<file path="config.mk">
export PLATFORM = sky130hd
export DESIGN_NAME = cdf_filter_top
export DESIGN_NICKNAME = d
export VERILOG_FILES = /design/src/inc/cdf_pkg.sv /design/src/rtl/cdf_frame_gate.sv /design/src/rtl/cdf_stamp_tick.sv /design/src/rtl/cdf_filter_top.sv
export SDC_FILE = /design/constraint.sdc
export NUM_CORES = 1
export LEC_CHECK = 0
export BUFFER_PORTS_ARGS = -buffer_cell sky130_fd_sc_hd__buf_2
export CAP_MARGIN = 20
export CORE_ASPECT_RATIO = 0.75
export CORE_MARGIN = 2
export CORE_UTILIZATION = 45
export CTS_CLUSTER_SIZE = 8
export DETAILED_ROUTE_END_ITERATION = 12
export PLACE_DENSITY = 0.7
export RECOVER_POWER = 100
export SLEW_MARGIN = 25
export SYNTH_ARGS = -nofsm -noshare
export SYNTH_HDL_FRONTEND = slang
export SYNTH_SLANG_ARGS = --single-unit
</file>
<file path="constraint.sdc">
create_clock -name pclk -period 4.43 [get_ports pclk]
set_input_delay 0.886 -clock pclk [delete_from_list [all_inputs] [get_ports pclk]]
set_output_delay 0.886 -clock pclk [all_outputs]
set_load 0.02 [all_outputs]
</file>
<file path="src/inc/cdf_pkg.sv">
// Constants shared by the capture data filter: register map, field positions,
// reset values, item codes and the time stamp interval.
// Assumes a 100 MHz acquisition clock.
package cdf_pkg;

	// Register byte offsets on the APB.
	localparam logic [7:0] ADDR_CTRL = 8'h00;
	localparam logic [7:0] ADDR_CFG = 8'h04;
	localparam logic [7:0] ADDR_STAT = 8'h08;
	localparam logic [7:0] ADDR_PTR = 8'h0C;

	// Field positions in the filter control register.
	localparam int CTRL_EN_BIT = 0;
	localparam int CTRL_SEL_LSB = 1;
	localparam int CTRL_IDLE_BIT = 3;
	localparam int CTRL_TIME_BIT = 4;
	localparam int CTRL_LEAD_BIT = 5;
	localparam int CTRL_MODE_LSB = 6;
	localparam int CTRL_N_LSB = 8;

	// Field positions in the protocol and display register.
	localparam int CFG_X21_BIT = 0;
	localparam int CFG_SYNC_BIT = 1;
	localparam int CFG_DISP_LSB = 2;

	// Values after reset: filter off, both channels, every option on.
	localparam logic [31:0] CTRL_RESET = 32'h0000003C;
	localparam logic [31:0] CFG_RESET = 32'h00000008;

	// Channel selection.
	typedef enum logic [1:0] {
		CDF_SEL_TERM = 2'b00,
		CDF_SEL_LINE = 2'b01,
		CDF_SEL_BOTH = 2'b10,
		CDF_SEL_ERRS = 2'b11
	} cdf_sel_t;

	// Per-frame counting mode.
	typedef enum logic [1:0] {
		CDF_MODE_NONE = 2'b00,
		CDF_MODE_SKIP = 2'b01,
		CDF_MODE_CAPT = 2'b10,
		CDF_MODE_RSVD = 2'b11
	} cdf_mode_t;

	// Display formats.
	localparam logic [2:0] DISP_TWO = 3'h2;
	localparam logic [2:0] DISP_DSTATE = 3'h3;

	// Item kinds on the channel inputs and on the buffer write port.
	typedef enum logic [2:0] {
		CDF_K_CHAR = 3'b000,
		CDF_K_ERR = 3'b001,
		CDF_K_IDLE = 3'b010,
		CDF_K_SOF = 3'b011,
		CDF_K_EOF = 3'b100,
		CDF_K_LEAD = 3'b101,
		CDF_K_STAMP = 3'b110
	} cdf_kind_t;

	// Source codes on the buffer write port.
	localparam logic [1:0] SRC_TERM = 2'h0;
	localparam logic [1:0] SRC_LINE = 2'h1;
	localparam logic [1:0] SRC_LEAD = 2'h2;
	localparam logic [1:0] SRC_STAMP = 2'h3;

	// Time stamp interval.
	localparam int CLK_MHZ = 100;
	localparam int STAMP_PERIOD_US = 1000;
	localparam int STAMP_CYC = STAMP_PERIOD_US * CLK_MHZ;

endpackage

</file>
<file path="src/rtl/cdf_frame_gate.sv">
// Per-channel frame character counter and skip/capture decision.
// Assumes items arrive from logic on pclk and fire marks an accepted item.
`timescale 1ns/10ps
`default_nettype none
module cdf_frame_gate (
	input wire logic pclk, // Acquisition clock.
	input wire logic presetn, // Asynchronous reset, active low.
	input wire logic fire, // Item accepted this cycle.
	input wire cdf_pkg::cdf_kind_t kind, // Kind of the offered item.
	input wire cdf_pkg::cdf_mode_t mode, // Latched counting mode.
	input wire logic [7:0] count_n, // Latched N.
	input wire logic cnt_on, // Counting in force.
	output logic keep // Item may be stored.
);

	logic [8:0] cnt_q;
	logic [8:0] cnt_d;
	wire [8:0] n_ext = {1'b0, count_n};
	wire [8:0] n_cap = (count_n == 8'h00) ? 9'h001 : n_ext;
	wire is_skip = (mode == cdf_pkg::CDF_MODE_SKIP);
	wire is_capt = (mode == cdf_pkg::CDF_MODE_CAPT);

	// The counter restarts on every opening flag and saturates so long frames never wrap back under N.
	always_comb begin
		cnt_d = cnt_q;
		if (fire && kind == cdf_pkg::CDF_K_SOF) begin
			cnt_d = 9'h000;
		end else if (fire && kind == cdf_pkg::CDF_K_CHAR && cnt_q != 9'h1FF) begin
			cnt_d = cnt_q + 9'h001;
		end
	end

	always_ff @(posedge pclk or negedge presetn) begin
		if (!presetn) begin
			cnt_q <= 9'h000;
		end else begin
			cnt_q <= cnt_d;
		end
	end

	// Decision per kind; errors and idles are never counted out here.
	wire char_keep = is_skip ? (cnt_q >= n_ext) : (is_capt ? (cnt_q < n_cap) : 1'b1);
	wire eof_keep = is_skip ? (cnt_q > n_ext) : 1'b1;
	wire sof_keep = !is_skip;
	assign keep = !cnt_on ||
		(kind == cdf_pkg::CDF_K_CHAR ? char_keep :
		(kind == cdf_pkg::CDF_K_EOF ? eof_keep :
		(kind == cdf_pkg::CDF_K_SOF ? sof_keep : 1'b1)));

endmodule
`default_nettype wire

</file>
<file path="src/rtl/cdf_stamp_tick.sv">
// Periodic time stamp request with a pending flag held until written.
// Assumes taken is a one-cycle pulse on pclk.
`timescale 1ns/10ps
`default_nettype none
module cdf_stamp_tick #(
	parameter int PERIOD = cdf_pkg::STAMP_CYC // Cycles between stamps.
) (
	input wire logic pclk, // Acquisition clock.
	input wire logic presetn, // Asynchronous reset, active low.
	input wire logic enable, // Run active and stamps allowed.
	input wire logic taken, // Stamp written this cycle.
	output logic pending // A stamp waits for a buffer slot.
);

	logic [31:0] cnt_q;
	logic pend_q;
	wire wrap = (cnt_q == 32'(PERIOD - 1));

	// The interval keeps running while a stamp waits, so stamps never drift.
	always_ff @(posedge pclk or negedge presetn) begin
		if (!presetn) begin
			cnt_q <= 32'h00000000;
		end else if (!enable || wrap) begin
			cnt_q <= 32'h00000000;
		end else begin
			cnt_q <= cnt_q + 32'h00000001;
		end
	end

	// A new interval end wins over the write that clears the flag.
	always_ff @(posedge pclk or negedge presetn) begin
		if (!presetn) begin
			pend_q <= 1'b0;
		end else if (!enable) begin
			pend_q <= 1'b0;
		end else if (wrap) begin
			pend_q <= 1'b1;
		end else if (taken) begin
			pend_q <= 1'b0;
		end
	end

	assign pending = pend_q;

endmodule
`default_nettype wire

</file>
<file path="src/rtl/cdf_filter_top.sv">
// Capture data filter between the two serial receive channels and the capture buffer.
// Assumes channel items come from logic on pclk; lead pins arrive asynchronously.
//
// Our own choices: the APB register port and the register addresses.
`timescale 1ns/10ps
`default_nettype none
module cdf_filter_top #(
	parameter int ADDR_W = 15, // Buffer address width, 32 Kbyte.
	parameter int STAMP_PERIOD = cdf_pkg::STAMP_CYC // Cycles between stamps.
) (
	input wire logic pclk, // Acquisition clock.
	input wire logic presetn, // Asynchronous reset, active low.
	input wire logic [7:0] paddr, // APB address.
	input wire logic psel, // APB select.
	input wire logic penable, // APB access phase.
	input wire logic pwrite, // APB write.
	input wire logic [31:0] pwdata, // APB write data.
	output logic [31:0] prdata, // APB read data.
	output logic pready, // APB ready.
	output logic pslverr, // APB error.
	input wire logic run_start, // Run start pulse.
	input wire logic run_stop, // Run stop pulse.
	input wire logic term_valid, // Terminal channel item valid.
	input wire cdf_pkg::cdf_kind_t term_kind, // Terminal item kind.
	input wire logic [7:0] term_data, // Terminal item data.
	output logic term_ready, // Terminal item accepted.
	input wire logic line_valid, // Line channel item valid.
	input wire cdf_pkg::cdf_kind_t line_kind, // Line item kind.
	input wire logic [7:0] line_data, // Line item data.
	output logic line_ready, // Line item accepted.
	input wire logic [4:0] lead_pins, // Interface lead levels.
	output logic buf_we, // Buffer write strobe.
	output logic [ADDR_W-1:0] buf_addr, // Buffer write address.
	output cdf_pkg::cdf_kind_t buf_kind, // Entry kind.
	output logic [1:0] buf_src, // Entry source.
	output logic [7:0] buf_data, // Entry data.
	output logic run_active, // Acquisition running.
	output logic filter_active, // Filtering in effect.
	output logic count_inactive // Counting inactive on async protocol.
);

	logic [31:0] ctrl_q;
	logic [31:0] ctrl_d;
	logic [31:0] cfg_q;
	logic [31:0] cfg_d;
	logic [31:0] rd_q;
	logic [31:0] lt_ctrl_q;
	logic [1:0] lt_cfg_q;
	logic run_q;
	logic rr_q;
	logic [4:0] lead_s1_q;
	logic [4:0] lead_s2_q;
	logic [4:0] lead_last_q;
	logic [4:0] lead_val_q;
	logic lead_pend_q;
	logic we_q;
	logic [ADDR_W-1:0] addr_q;
	logic wrapped_q;
	cdf_pkg::cdf_kind_t kind_q;
	logic [1:0] src_q;
	logic [7:0] data_q;
	logic fact_q;
	logic cinact_q;
	logic [31:0] rd_mux;

	// APB decode; every access completes without wait states.
	wire setup = psel && !penable;
	wire access = psel && penable;
	wire hit_ctrl = (paddr == cdf_pkg::ADDR_CTRL);
	wire hit_cfg = (paddr == cdf_pkg::ADDR_CFG);
	wire hit_stat = (paddr == cdf_pkg::ADDR_STAT);
	wire hit_ptr = (paddr == cdf_pkg::ADDR_PTR);
	wire hit_any = hit_ctrl || hit_cfg || hit_stat || hit_ptr;
	wire wr_ctrl = access && pwrite && hit_ctrl;
	wire wr_cfg = access && pwrite && hit_cfg;
	assign pready = 1'b1;
	assign pslverr = access && !hit_any;

	// Register writes; display format follows lead storage being turned off.
	wire ld_off_d = !ctrl_d[cdf_pkg::CTRL_LEAD_BIT] || !ctrl_d[cdf_pkg::CTRL_TIME_BIT];
	wire [31:0] cfg_w = wr_cfg ? pwdata : cfg_q;
	wire disp_fix = ld_off_d && (cfg_w[cdf_pkg::CFG_DISP_LSB +: 3] == cdf_pkg::DISP_DSTATE);
	assign ctrl_d = wr_ctrl ? pwdata : ctrl_q;
	always_comb begin
		cfg_d = cfg_w;
		if (disp_fix) begin
			cfg_d[cdf_pkg::CFG_DISP_LSB +: 3] = cdf_pkg::DISP_TWO;
		end
	end

	always_ff @(posedge pclk or negedge presetn) begin
		if (!presetn) begin
			ctrl_q <= cdf_pkg::CTRL_RESET;
			cfg_q <= cdf_pkg::CFG_RESET;
		end else begin
			ctrl_q <= ctrl_d;
			cfg_q <= cfg_d;
		end
	end

	// Read data is captured in the setup phase so it stands through the access phase.
	wire [31:0] stat_w = {28'h0000000, wrapped_q, cinact_q, fact_q, run_q};
	wire [31:0] ptr_w = 32'(addr_q);
	assign rd_mux = hit_ctrl ? ctrl_q :
		(hit_cfg ? cfg_q :
		(hit_stat ? stat_w :
		(hit_ptr ? ptr_w : 32'h00000000)));
	always_ff @(posedge pclk or negedge presetn) begin
		if (!presetn) begin
			rd_q <= 32'h00000000;
		end else if (setup) begin
			rd_q <= rd_mux;
		end
	end
	assign prdata = rd_q;

	// Run control; settings are copied at run start so mid-run writes wait for the next run.
	always_ff @(posedge pclk or negedge presetn) begin
		if (!presetn) begin
			run_q <= 1'b0;
			lt_ctrl_q <= cdf_pkg::CTRL_RESET;
			lt_cfg_q <= 2'h0;
		end else if (run_start) begin
			run_q <= 1'b1;
			lt_ctrl_q <= ctrl_q;
			lt_cfg_q <= cfg_q[1:0];
		end else if (run_stop) begin
			run_q <= 1'b0;
		end
	end

	// Effective settings for the run.
	wire en = lt_ctrl_q[cdf_pkg::CTRL_EN_BIT];
	wire x21 = lt_cfg_q[cdf_pkg::CFG_X21_BIT];
	wire sync = lt_cfg_q[cdf_pkg::CFG_SYNC_BIT];
	wire [1:0] sel_raw = lt_ctrl_q[cdf_pkg::CTRL_SEL_LSB +: 2];
	wire [1:0] mode_raw = lt_ctrl_q[cdf_pkg::CTRL_MODE_LSB +: 2];
	wire [7:0] count_n = lt_ctrl_q[cdf_pkg::CTRL_N_LSB +: 8];
	wire cdf_pkg::cdf_sel_t sel = cdf_pkg::cdf_sel_t'(sel_raw);
	wire cdf_pkg::cdf_mode_t mode = cdf_pkg::cdf_mode_t'(mode_raw);
	wire mode_set = (mode == cdf_pkg::CDF_MODE_SKIP) || (mode == cdf_pkg::CDF_MODE_CAPT);
	wire time_on = !en || x21 || lt_ctrl_q[cdf_pkg::CTRL_TIME_BIT];
	wire lead_on = !en || x21 || (lt_ctrl_q[cdf_pkg::CTRL_TIME_BIT] && lt_ctrl_q[cdf_pkg::CTRL_LEAD_BIT]);
	wire idle_ok = !en || !x21 || lt_ctrl_q[cdf_pkg::CTRL_IDLE_BIT];
	wire cnt_on = en && sync && mode_set;
	wire sel_t = !en || sel == cdf_pkg::CDF_SEL_TERM || sel == cdf_pkg::CDF_SEL_BOTH;
	wire sel_l = !en || sel == cdf_pkg::CDF_SEL_LINE || sel == cdf_pkg::CDF_SEL_BOTH;

	// Per-channel pass decision; errors bypass every other filter.
	wire keep_t;
	wire keep_l;
	wire idle_t = (term_kind == cdf_pkg::CDF_K_IDLE);
	wire idle_l = (line_kind == cdf_pkg::CDF_K_IDLE);
	wire err_t = (term_kind == cdf_pkg::CDF_K_ERR);
	wire err_l = (line_kind == cdf_pkg::CDF_K_ERR);
	wire pass_t = run_q && (err_t || (sel_t && keep_t && (!idle_t || idle_ok)));
	wire pass_l = run_q && (err_l || (sel_l && keep_l && (!idle_l || idle_ok)));

	// One buffer write per cycle: the channels alternate, then leads, then stamps.
	wire stamp_pend;
	wire want_t = term_valid && pass_t;
	wire want_l = line_valid && pass_l;
	wire grant_t = want_t && (!want_l || !rr_q);
	wire grant_l = want_l && !grant_t;
	wire want_ld = lead_pend_q && lead_on && run_q;
	wire grant_ld = want_ld && !want_t && !want_l;
	wire grant_st = stamp_pend && !want_t && !want_l && !want_ld;
	wire any_grant = grant_t || grant_l || grant_ld || grant_st;
	// Filtered items are consumed at once so a dropped item never stalls its channel.
	assign term_ready = !pass_t || grant_t;
	assign line_ready = !pass_l || grant_l;
	wire fire_t = term_valid && term_ready;
	wire fire_l = line_valid && line_ready;

	cdf_frame_gate u_gate_t (
		.pclk(pclk),
		.presetn(presetn),
		.fire(fire_t),
		.kind(term_kind),
		.mode(mode),
		.count_n(count_n),
		.cnt_on(cnt_on),
		.keep(keep_t)
	);

	cdf_frame_gate u_gate_l (
		.pclk(pclk),
		.presetn(presetn),
		.fire(fire_l),
		.kind(line_kind),
		.mode(mode),
		.count_n(count_n),
		.cnt_on(cnt_on),
		.keep(keep_l)
	);

	cdf_stamp_tick #(
		.PERIOD(STAMP_PERIOD)
	) u_stamp (
		.pclk(pclk),
		.presetn(presetn),
		.enable(run_q && time_on),
		.taken(grant_st),
		.pending(stamp_pend)
	);

	// Lead pins are asynchronous, so they pass two flip-flops before change detection.
	always_ff @(posedge pclk or negedge presetn) begin
		if (!presetn) begin
			lead_s1_q <= 5'h00;
			lead_s2_q <= 5'h00;
			lead_last_q <= 5'h00;
		end else begin
			lead_s1_q <= lead_pins;
			lead_s2_q <= lead_s1_q;
			lead_last_q <= lead_s2_q;
		end
	end

	// A lead change waits for a slot; a newer change overwrites the waiting state and wins over the clear.
	wire lead_chg = (lead_s2_q != lead_last_q);
	always_ff @(posedge pclk or negedge presetn) begin
		if (!presetn) begin
			lead_pend_q <= 1'b0;
			lead_val_q <= 5'h00;
		end else if (!run_q || !lead_on) begin
			lead_pend_q <= 1'b0;
		end else if (lead_chg) begin
			lead_pend_q <= 1'b1;
			lead_val_q <= lead_s2_q;
		end else if (grant_ld) begin
			lead_pend_q <= 1'b0;
		end
	end

	// Round-robin pointer favours the channel that lost the last tie.
	always_ff @(posedge pclk or negedge presetn) begin
		if (!presetn) begin
			rr_q <= 1'b0;
		end else if (want_t && want_l) begin
			rr_q <= !rr_q;
		end
	end

	// Entry to be written this cycle.
	wire cdf_pkg::cdf_kind_t kind_d = grant_t ? term_kind :
		(grant_l ? line_kind :
		(grant_ld ? cdf_pkg::CDF_K_LEAD : cdf_pkg::CDF_K_STAMP));
	wire [1:0] src_d = grant_t ? cdf_pkg::SRC_TERM :
		(grant_l ? cdf_pkg::SRC_LINE :
		(grant_ld ? cdf_pkg::SRC_LEAD : cdf_pkg::SRC_STAMP));
	wire [7:0] data_d = grant_t ? term_data :
		(grant_l ? line_data :
		(grant_ld ? {3'h0, lead_val_q} : 8'h00));

	// Writes only ever go to the next address, so stored entries are never revisited except by wrap.
	always_ff @(posedge pclk or negedge presetn) begin
		if (!presetn) begin
			we_q <= 1'b0;
			kind_q <= cdf_pkg::CDF_K_CHAR;
			src_q <= cdf_pkg::SRC_TERM;
			data_q <= 8'h00;
		end else begin
			we_q <= any_grant;
			kind_q <= kind_d;
			src_q <= src_d;
			data_q <= data_d;
		end
	end

	// Address advances after each write and wraps over the oldest entries.
	always_ff @(posedge pclk or negedge presetn) begin
		if (!presetn) begin
			addr_q <= '0;
			wrapped_q <= 1'b0;
		end else if (we_q) begin
			addr_q <= addr_q + 1'b1;
			if (&addr_q) begin
				wrapped_q <= 1'b1;
			end
		end
	end

	// Indications for the run menu.
	wire filt_any = (sel != cdf_pkg::CDF_SEL_BOTH) || !idle_ok || !time_on || !lead_on || cnt_on;
	always_ff @(posedge pclk or negedge presetn) begin
		if (!presetn) begin
			fact_q <= 1'b0;
			cinact_q <= 1'b0;
		end else begin
			fact_q <= run_q && en && filt_any;
			cinact_q <= run_q && en && mode_set && !sync;
		end
	end

	assign buf_we = we_q;
	assign buf_addr = addr_q;
	assign buf_kind = kind_q;
	assign buf_src = src_q;
	assign buf_data = data_q;
	assign run_active = run_q;
	assign filter_active = fact_q;
	assign count_inactive = cinact_q;

endmodule
`default_nettype wire

</file>
==> results of run 1 <==
through the flow:
stage | setup slack [ps] | power (uW)
floorplan | 995 | 2800
global placement | 809 | 3080
detailed placement | 784 | 3100
CTS | 346 | 5290
global route | 98.2 | 5470
finish | 274 | 5210
cell usage after synthesis, types with 3 or more instances:
| cell | n |
|---|---|
| dfrtp_1 | 211 |
| and3_2 | 5 |
| clkbuf_1 | 26 |
| nor2b_1 | 3 |
| nand4_1 | 17 |
| o21ai_0 | 57 |
| a31oi_1 | 3 |
| nand3_1 | 29 |
| o21ai_1 | 5 |
| ha_1 | 33 |
| dfstp_2 | 9 |
| mux2i_1 | 19 |
| or3_1 | 9 |
| mux4_2 | 4 |
| a22oi_1 | 12 |
| o31ai_1 | 13 |
| xnor2_1 | 23 |
| buf_6 | 3 |
| or2_2 | 5 |
| nand2_1 | 82 |
| o41ai_2 | 3 |
| mux2_2 | 95 |
| and3_1 | 15 |
| a21oi_1 | 27 |
| and4_1 | 6 |
| nor3_1 | 7 |
| buf_2 | 4 |
| or4_1 | 8 |
| xor2_1 | 25 |
| nor4_1 | 10 |
| a22o_1 | 7 |
| buf_1 | 5 |
| nor2_1 | 63 |
| inv_1 | 39 |
| a21o_1 | 5 |
| o211ai_1 | 4 |
worst max-delay path, cell delays in order (launching register included):
cell and delay, ps:
dfrtp_1 480, ha_1 330, a21oi_1 290, o221ai_2 190, a2111oi_4 350, nor4_2 110, o211ai_1 550, o21ai_0 170
nand2_1 90, buf_2 160
area by class of cell:
type | instances | share of cell area (%)
Sequential cell | 220 | 44.7
Multi-Input combinational cell | 644 | 38.1
Clock buffer | 56 | 7.05
Timing Repair Buffer | 152 | 5.63
Tap cell | 300 | 3.04
Inverter | 39 | 1.19
Clock inverter | 2 | 0.203
per-layer routing:
layer,global-route usage [%],routed length (um),up-vias
li1,-,-,3684
met1,27.5,11500,3759
met2,32.0,11200,159
met3,4.18,1260,37
met4,4.43,400,2
met5,0,16,-
how the worst min path moves through the flow:
stage / startpoint / end / slack (ps)
after detailed placement: lead_s1_q[2] / lead_s2_q[2] / 330
after floorplan: lead_s1_q[0] / lead_s2_q[0] / 330
after global placement: lead_s1_q[4] / lead_s2_q[4] / 330
after CTS: lead_s1_q[2] / lead_s2_q[2] / 350
final: lead_s1_q[2] / lead_s2_q[2] / 340
after global routing: lead_s1_q[1] / lead_s2_q[1] / 350
report_power, final:
part           switching [uW]  total, uW  internal [uW]
sequential                161       2300           2130
clock                     856       2170           1310
combinational             441        743            302
total                    1460       5210           3750
logic make-up (layout without fill, tap and decap cells):
logic type      count (synthesis)  after routing  synth area share, %
flops                         220            220                 52.0
other cells                     1              1               0.0354
buf+inv                        79            249                 3.13
mux                           118            118                 12.7
simple gates                  279            279                 13.5
fa+ha+maj                      33             33                 3.90
compound gates                165            165                 10.7
xor+xnor                       48             48                 3.97
sequential cells by signal, indices dropped and copies added, names as in the netlist, 8 cells and up:
name and flops:
u_stamp.cnt_q 32, prdata 32, cfg_q 32, lt_ctrl_q 16, u_gate_l.cnt_q 9, buf_data 8
ctrl_q 32, buf_addr 15, u_gate_t.cnt_q 9
==> results.sh, run 1 <==
export IMPL_cts_clk_slew_worst_paths_ps=50
export IMPL_drv_slew=214
export IMPL_synth_fp_nets=1052
export IMPL_rr_worst_depth=10
export IMPL_start_kind="flip-flop"
export IMPL_violations="max-capacitance violations, max-slew violations"
export IMPL_critPathArrivalTime_ps=3270
export IMPL_cts_tree="built"
export IMPL_stdcell_count=1413
export IMPL_syn_inst=943
export IMPL_area_delta_synth_final_pct=16.3
export IMPL_synth_seq_cells=220
export IMPL_pin_count=144
export IMPL_finalHoldViolCount=0
export IMPL_final_common_cell="dfrtp_1"
export IMPL_drc=0
export IMPL_clockBufferDepth=3
export IMPL_cts_hold_buf=0
export IMPL_dpl_instance_area_sq_mm=0.0116
export IMPL_fin_setup_tns_ps=0
export IMPL_track_usage_pct=19.7
export IMPL_cts_max_level=1
export IMPL_cap_violations=4
export IMPL_p_per_area_mw_per_mm2=422
export IMPL_die_h_um=137
export IMPL_synth_seq_area_share_pct=52.0
export IMPL_fin_worst_skew_ps=13.5
export IMPL_critPathCapture="line_ready"
export IMPL_wl_per_cell_um=17.2
export IMPL_yosysWarnings=0
export IMPL_cts_num_sinks=220
export IMPL_post_route_util_pct=53.5
export IMPL_diodes=0
export IMPL_final_cell_mix="dfrtp_1 (211), clkbuf_1 (96), mux2_2 (92)"
export IMPL_synth_enable_flop_cells=0
export IMPL_grt_pass1_vias=7505
export IMPL_synth_top_area_share_pct=49.8
export IMPL_viasPerCell=5.41
export IMPL_dieArea_sq_mm=0.0248
export IMPL_totalWireLength_um=24300
export IMPL_grt_max_degree=113
export IMPL_rsz0062_at_grt="false"
export IMPL_dp_cells=1355
export IMPL_cts_resized=0
export IMPL_finalSetupViolCount=0
export IMPL_yosys_area_top_type="dfrtp_1"
export IMPL_dr_pass1_iters=5
export IMPL_synth_area_leaders="dfrtp_1 (50%), mux2_2 (10%), ha_1 (3.9%)"
export IMPL_p_leak_uw=0.00567
export IMPL_r2r_start="u_gate_t.cnt_q[4]"
export IMPL_nNetsFinal=1197
export IMPL_multi_input_area_sq_mm=0.00470
export IMPL_clk_latency_ps=550
export IMPL_fin_crit_ps=4160
export IMPL_syn_avg_cell_area_sq_um=11.2
export IMPL_antenna_left=0
export IMPL_seqCellArea_sq_mm=0.00552
export IMPL_async_reset_ff_share_pct=100
export IMPL_fill_cells=2118
export IMPL_cts_post_setup_buffers_inserted=0
export IMPL_post_route_period_util_pct=93.8
export IMPL_worst_path_max_fanout=9
export IMPL_worstHoldPathType="flip-flop to flip-flop"
export IMPL_ir_drop_mv=0.264
export IMPL_cp_startpoint="u_gate_t.cnt_q[4]"
export IMPL_reg2reg_to="u_gate_l.cnt_q[8]"
export IMPL_required_ps=3540
export IMPL_core_sq_mm=0.0231
export IMPL_critical_path_class="flip-flop to output port"
export IMPL_synth_cell_types=74
export IMPL_cts_root_buffer_cell="clkbuf_16"
export IMPL_cts_buffers=31
export IMPL_timing_fmax_mhz=241
export IMPL_worst_setup_path_end_kind="output port"
export IMPL_port_buffers=142
export IMPL_dpl_hpwl_um=17200
export IMPL_syn_cell_area_sq_mm=0.0106
export IMPL_grt_first_pass_wirelength_um=39300
export IMPL_holdPathStages=0
export IMPL_synth_flop_cell="dfrtp_1"
export IMPL_rows=48
export IMPL_start_util_pct=46.0
export IMPL_r2r_slack_ps=800
export IMPL_status="finished, violations left"
export IMPL_worst_slew_pin_slew_ps=2770
export IMPL_finalInstanceArea_sq_mm=0.0123
export IMPL_overflow=0
export IMPL_gp_congestion=0.901
export IMPL_drive_gt1_share_pct=21.4
export IMPL_drt_iter0_drc=453
export IMPL_vias=7641
export IMPL_antenna_found_initial=1
export IMPL_slew_headroom_pct=-84.6
export IMPL_die_width_um=181
export IMPL_whs_ps=343
Note: power is estimated with default switching activity, not from simulation.
==> run 2: changes to the inputs <==
--- a/config.mk
+++ b/config.mk
@@ -9,10 +9,10 @@
 export CAP_MARGIN = 20
 export CORE_ASPECT_RATIO = 0.75
 export CORE_MARGIN = 2
-export CORE_UTILIZATION = 45
+export CORE_UTILIZATION = 35
 export CTS_CLUSTER_SIZE = 8
 export DETAILED_ROUTE_END_ITERATION = 12
-export PLACE_DENSITY = 0.7
+export PLACE_DENSITY = 0.58
 export RECOVER_POWER = 100
 export SLEW_MARGIN = 25
 export SYNTH_ARGS = -nofsm -noshare
==> run 2 against run 1 <==
  * The run still ends with max-capacitance violations, max-slew violations left
  * Power decreased by 0.95%
  * Count of clock-buffer cells in the layout decreased by 10
  * Non-clock buffer count unchanged
  * Hold slack improved by 4.7 ps
  * Clock power decreased by 2%
==> results.sh, run 2 (synthesis results as in run 1) <==
export IMPL_cts_buffers=31
export IMPL_area_delta_synth_final_pct=17.2
export IMPL_cts_resized=0
export IMPL_holdPathStages=0
export IMPL_timing_fmax_mhz=245
export IMPL_rr_worst_depth=11
export IMPL_antenna_left=0
export IMPL_r2r_slack_ps=610
export IMPL_path_delay_family="compound AO/OA/AOI/OAI gates"
export IMPL_r2r_start="lt_ctrl_q[13]"
export IMPL_die_h_um=155
export IMPL_cpMostUsedCell="a21oi_1"
export IMPL_antenna_found_initial=4
export IMPL_post_route_period_util_pct=92.1
export IMPL_clk_latency_ps=550
export IMPL_gp_congestion=0.823
export IMPL_dr_pass1_iters=7
export IMPL_final_cell_mix="dfrtp_1 (211), mux2_2 (93), clkbuf_1 (89)"
export IMPL_start_util_pct=35.3
export IMPL_crit_path_cell_trace="ha_1, a211o_1, a221o_1, a21oi_1, nor2_1, o211ai_2, a21oi_1, buf_4, nand2_1, a21o_1, clkbuf_1"
export IMPL_dpl_instance_area_sq_mm=0.0117
export IMPL_cts_tree="built"
export IMPL_cts_num_sinks=220
export IMPL_required_ps=3540
export IMPL_nNetsFinal=1197
export IMPL_critPathArrivalTime_ps=3190
export IMPL_slew_headroom_pct=-102
export IMPL_totalWireLength_um=25700
export IMPL_wl_per_cell_um=17.1
export IMPL_dpl_hpwl_um=18100
export IMPL_cts_post_setup_buffers_inserted=0
export IMPL_pin_count=144
export IMPL_drv_slew=204
export IMPL_worst_setup_path_end_kind="output port"
export IMPL_ir_drop_mv=0.260
export IMPL_finalSetupViolCount=0
export IMPL_track_usage_pct=16.3
export IMPL_grt_pass1_vias=7679
export IMPL_power_uw=5160
export IMPL_cts_hold_buf=0
export IMPL_clockBufferDepth=3
export IMPL_cts_root_buffer_cell="clkbuf_16"
export IMPL_drc=0
export IMPL_fin_crit_ps=4080
export IMPL_cap_violations=4
export IMPL_slowest_stage="dfrtp_1"
export IMPL_slowest_delay_ps=460
export IMPL_hp_start="lead_s1_q[3]"
export IMPL_finalInstanceArea_sq_mm=0.0124
export IMPL_worstHoldPathType="flip-flop to flip-flop"
export IMPL_p_leak_uw=0.00566
export IMPL_core_sq_mm=0.0300
export IMPL_drt_iter0_drc=451
export IMPL_grt_first_pass_wirelength_um=41400
export IMPL_worst_slew_pin_slew_ps=3030
export IMPL_whs_ps=348
export IMPL_start_kind="flip-flop"
export IMPL_fin_setup_tns_ps=0
export IMPL_cts_max_level=1
export IMPL_rsz0062_at_grt="false"
export IMPL_final_common_cell="dfrtp_1"
export IMPL_critical_path_class="flip-flop to output port"
export IMPL_finalHoldViolCount=0
export IMPL_vias=7653
export IMPL_fin_worst_skew_ps=9.91
export IMPL_drive_gt1_share_pct=21.5
export IMPL_holdPathEnd="lead_s2_q[3]"
export IMPL_rows=55
export IMPL_cp_buffers_inverters=2
export IMPL_dieArea_sq_mm=0.0317
export IMPL_grt_max_degree=117
export IMPL_viasPerCell=5.09
export IMPL_port_buffers=142
export IMPL_violations="max-capacitance violations, max-slew violations"
export IMPL_overflow=0
export IMPL_status="finished, violations left"
export IMPL_p_per_area_mw_per_mm2=415
export IMPL_cts_clk_slew_worst_paths_ps=50
export IMPL_worst_path_max_fanout=11
export IMPL_reg2reg_to="u_gate_t.cnt_q[6]"
export IMPL_die_width_um=205
-- run 2: changes by cell type in the layout (fill, tap and decap cells not counted), sizes merged --
cell	previous run	this run
clkbuf	130	123
buf	78	75
diode	0	3
-- run 2: worst max-delay path by stage --
stage                      start         end  slack, ps  depth (start not counted)
4_1_cts        u_gate_l.cnt_q[2]  term_ready        380                         11
6_report       u_gate_l.cnt_q[2]  term_ready        350                         11
3_5_place_dp        line_kind[0]  term_ready        780                         11
2_1_floorplan       line_kind[1]  term_ready       1000                         11
3_3_place_gp        line_kind[0]  term_ready        800                         11
5_1_grt                  presetn  ctrl_q[25]         80                          2
-- run 2: worst register-to-register path: stages (launching register included) --
cell and delay, ps:
dfrtp_1 350, inv_1 110, ha_1 330, nand4b_1 260
nor3_4 280, a2111oi_0 90, nor4_1 530, o21ai_0 290
a2111oi_2 370, clkbuf_1 620, nor2_1 310, a21oi_1 210
-- run 2: routing by layer --
layer  wire length (um)  track usage [%]  vias up  share of wire, %
li1                   -                -     3674                 -
met1              12400             23.1     3805                48
met2              11400             25.1      127                44
met3               1130             3.14       45               4.4
met4                697             5.21        2               2.7
met5                 13                0        -             0.051
-- run 2: metrics by stage --
| stage | utilization [%] | instances | worst slack, ps |
|---|---|---|---|
| floorplan | - | 943 | 995 |
| global placement | 39.1 | 1454 | 802 |
| detailed placement | 39.1 | 1454 | 780 |
| CTS | 42.0 | 1502 | 381 |
| global route | 41.4 | 1505 | 83.4 |
| finish | 41.4 | 1505 | 350 |
-- run 2: layout make-up --
class / instances / area, sq um
fill: 2984 / 17600
sequential: 220 / 5520
multi-input combinational: 644 / 4700
clock buffer: 46 / 832
timing repair buffer: 152 / 693
tap: 399 / 499
inverter: 39 / 146
clock inverter: 2 / 25.0
antenna: 3 / 7.51
-- run 2: power breakdown --
| group | internal, uW | total, uW | switching [uW] |
|---|---|---|---|
| logic | 301 | 742 | 441 |
| registers | 2130 | 2290 | 158 |
| clock network | 1270 | 2120 | 847 |
==> run 3: changes to the inputs <==
--- a/config.mk
+++ b/config.mk
@@ -18,3 +18,4 @@
 export SYNTH_ARGS = -nofsm -noshare
 export SYNTH_HDL_FRONTEND = slang
 export SYNTH_SLANG_ARGS = --single-unit
+export TNS_END_PERCENT = 100
==> constraint.sdc (replaced) <==
create_clock -name pclk -period 4.6 [get_ports pclk]
set_input_delay 0.92 -clock pclk [delete_from_list [all_inputs] [get_ports pclk]]
set_output_delay 0.92 -clock pclk [all_outputs]
set_load 0.02 [all_outputs]
==> run 3 against run 2 <==
  * Setup slack improved by 91 ps
  * The flow still finishes with violations (max-capacitance violations, max-slew violations)
  * Critical endpoint unchanged
  * Combinational power decreased by 3.0%
  * Final cell count increased by 0.47%
  * Die area unchanged
  * Routed wire length about the same
==> results.sh, run 3 (synthesis results as in run 1) <==
export IMPL_rsz0062_at_grt="false"
export IMPL_drt_iter0_drc=478
export IMPL_start_kind="flip-flop"
export IMPL_dp_cells=1454
export IMPL_port_buffers=142
export IMPL_r2r_slack_ps=850
export IMPL_final_common_cell="dfrtp_1"
export IMPL_overflow=0
export IMPL_dpl_hpwl_um=18100
export IMPL_final_cell_mix="dfrtp_1 (211), clkbuf_1 (96), mux2_2 (93)"
export IMPL_finalSetupViolCount=0
export IMPL_critPathCapture="term_ready"
export IMPL_rows=55
export IMPL_dr_pass1_iters=5
export IMPL_critical_path_class="flip-flop to output port"
export IMPL_pin_count=144
export IMPL_cts_hold_buf=0
export IMPL_drv_slew=201
export IMPL_fin_crit_ps=4160
export IMPL_required_ps=3680
export IMPL_cts_clk_slew_worst_paths_ps=50
export IMPL_dieArea_sq_mm=0.0317
export IMPL_timing_fmax_mhz=240
export IMPL_critPathArrivalTime_ps=3240
export IMPL_worst_setup_path_end_kind="output port"
export IMPL_cts_tree="built"
export IMPL_antenna_found_initial=2
export IMPL_violations="max-capacitance violations, max-slew violations"
export IMPL_cap_violations=4
export IMPL_wl_per_cell_um=17.0
export IMPL_crit_path_cell_trace="ha_1, a211o_1, a221o_1, a21oi_1, nor2_1, o211ai_1, a21oi_1, buf_4, nand2_1, a21o_1, buf_2"
export IMPL_grt_pass1_vias=7608
export IMPL_worst_slew_pin_slew_ps=2870
export IMPL_cp_startpoint="u_gate_l.cnt_q[2]"
export IMPL_post_route_util_pct=41.5
export IMPL_worst_path_max_fanout=11
export IMPL_p_leak_uw=0.00567
export IMPL_slew_headroom_pct=-91.0
export IMPL_cts_num_sinks=220
export IMPL_fin_worst_skew_ps=10.1
export IMPL_start_util_pct=35.3
export IMPL_clk_latency_ps=550
export IMPL_cts_max_level=1
export IMPL_drc=0
export IMPL_track_usage_pct=16.5
export IMPL_finalHoldViolCount=0
export IMPL_cts_buffers=31
export IMPL_totalWireLength_um=25700
export IMPL_cp_buffers_inverters=2
export IMPL_die_width_um=205
export IMPL_p_per_area_mw_per_mm2=401
export IMPL_clockBufferDepth=3
export IMPL_viasPerCell=5.07
export IMPL_slowest_stage="dfrtp_1"
export IMPL_rr_worst_depth=10
export IMPL_vias=7662
export IMPL_path_delay_family="compound AO/OA/AOI/OAI gates"
export IMPL_antenna_left=0
export IMPL_ir_drop_mv=0.271
export IMPL_cts_resized=0
export IMPL_gp_congestion=0.861
export IMPL_reg2reg_to="u_gate_t.cnt_q[6]"
export IMPL_cts_post_setup_buffers_inserted=0
export IMPL_die_h_um=155
export IMPL_r2r_start="u_gate_t.cnt_q[6]"
export IMPL_slowest_delay_ps=480
export IMPL_stdcell_count=1512
export IMPL_core_sq_mm=0.0300
export IMPL_post_route_period_util_pct=90.4
export IMPL_status="finished, violations left"
export IMPL_worstHoldPathType="flip-flop to flip-flop"
export IMPL_cts_root_buffer_cell="clkbuf_16"
export IMPL_grt_max_degree=112
export IMPL_worst_path_stages=11
export IMPL_cpMostUsedCell="a21oi_1"
export IMPL_area_delta_synth_final_pct=17.5
export IMPL_fin_setup_tns_ps=0
export IMPL_drive_gt1_share_pct=21.5
export IMPL_nNetsFinal=1197
export IMPL_grt_first_pass_wirelength_um=41700
==> run 3: cell types whose count changed in the layout (fill, tap and decap cells not counted), moves of 2 or more <==
cell      change
buf_2         +2
clkbuf_2      +2
diode_2       -2
clkbuf_1      +7
==> run 3: layout make-up <==
cell class	instances	area (sq um)
fill	3006	17600
inverter	39	146
clock inverter	2	13.8
clock buffer	55	866
timing repair buffer	152	691
multi-input combinational	644	4710
antenna	1	2.50
tap	399	499
sequential	220	5520
==> run 3: where the power goes <==
part | total (uW) | switching [uW] | internal [uW]
Combinational | 720 | 430 | 290
Sequential | 2210 | 156 | 2060
Clock | 2060 | 814 | 1250
==> run 3: worst reg2reg max path, delay by kind of cell, from the launching register on <==
kind / cells / cell delay, ps
AND/OR/NAND/NOR: 3 / 980
adder cells (fa/ha/maj): 1 / 340
buffers and inverters: 1 / 590
flip-flops: 1 / 440
AO/OA/AOI/OAI: 5 / 1330
==> run 3: layer usage <==
metal	track usage, %	routed length [um]	vias up
met5	0	13	-
met4	4.08	696	2
met3	3.77	1410	47
met2	25.2	11300	144
met1	23.5	12200	3782
li1	-	-	3687
==> run 3: how the worst min path moves through the flow <==
| stage | start | to | slack, ps | cells past startpoint |
|---|---|---|---|---|
| 2_1_floorplan | lead_s1_q[0] | lead_s2_q[0] | 330 | 0 |
| 5_1_grt | lead_s1_q[3] | lead_s2_q[3] | 350 | 0 |
| 6_report | lead_s1_q[2] | lead_s2_q[2] | 340 | 0 |
| 4_1_cts | lead_s1_q[2] | lead_s2_q[2] | 350 | 0 |
| 3_5_place_dp | lead_s1_q[1] | lead_s2_q[1] | 330 | 0 |
| 3_3_place_gp | lead_s1_q[1] | lead_s2_q[1] | 330 | 0 |
==> run 3: metrics by stage <==
stage          power, uW  instance area, sq um  setup slack, ps  hold slack [ps]
2_1_floorplan       2700                 10600             1100              331
5_1_grt             5260                 12400              202              351
4_1_cts             5100                 12600              494              347
3_3_place_gp        2980                 11700              895              334
3_5_place_dp        2990                 11700              866              335
6_report            5000                 12400              441              345
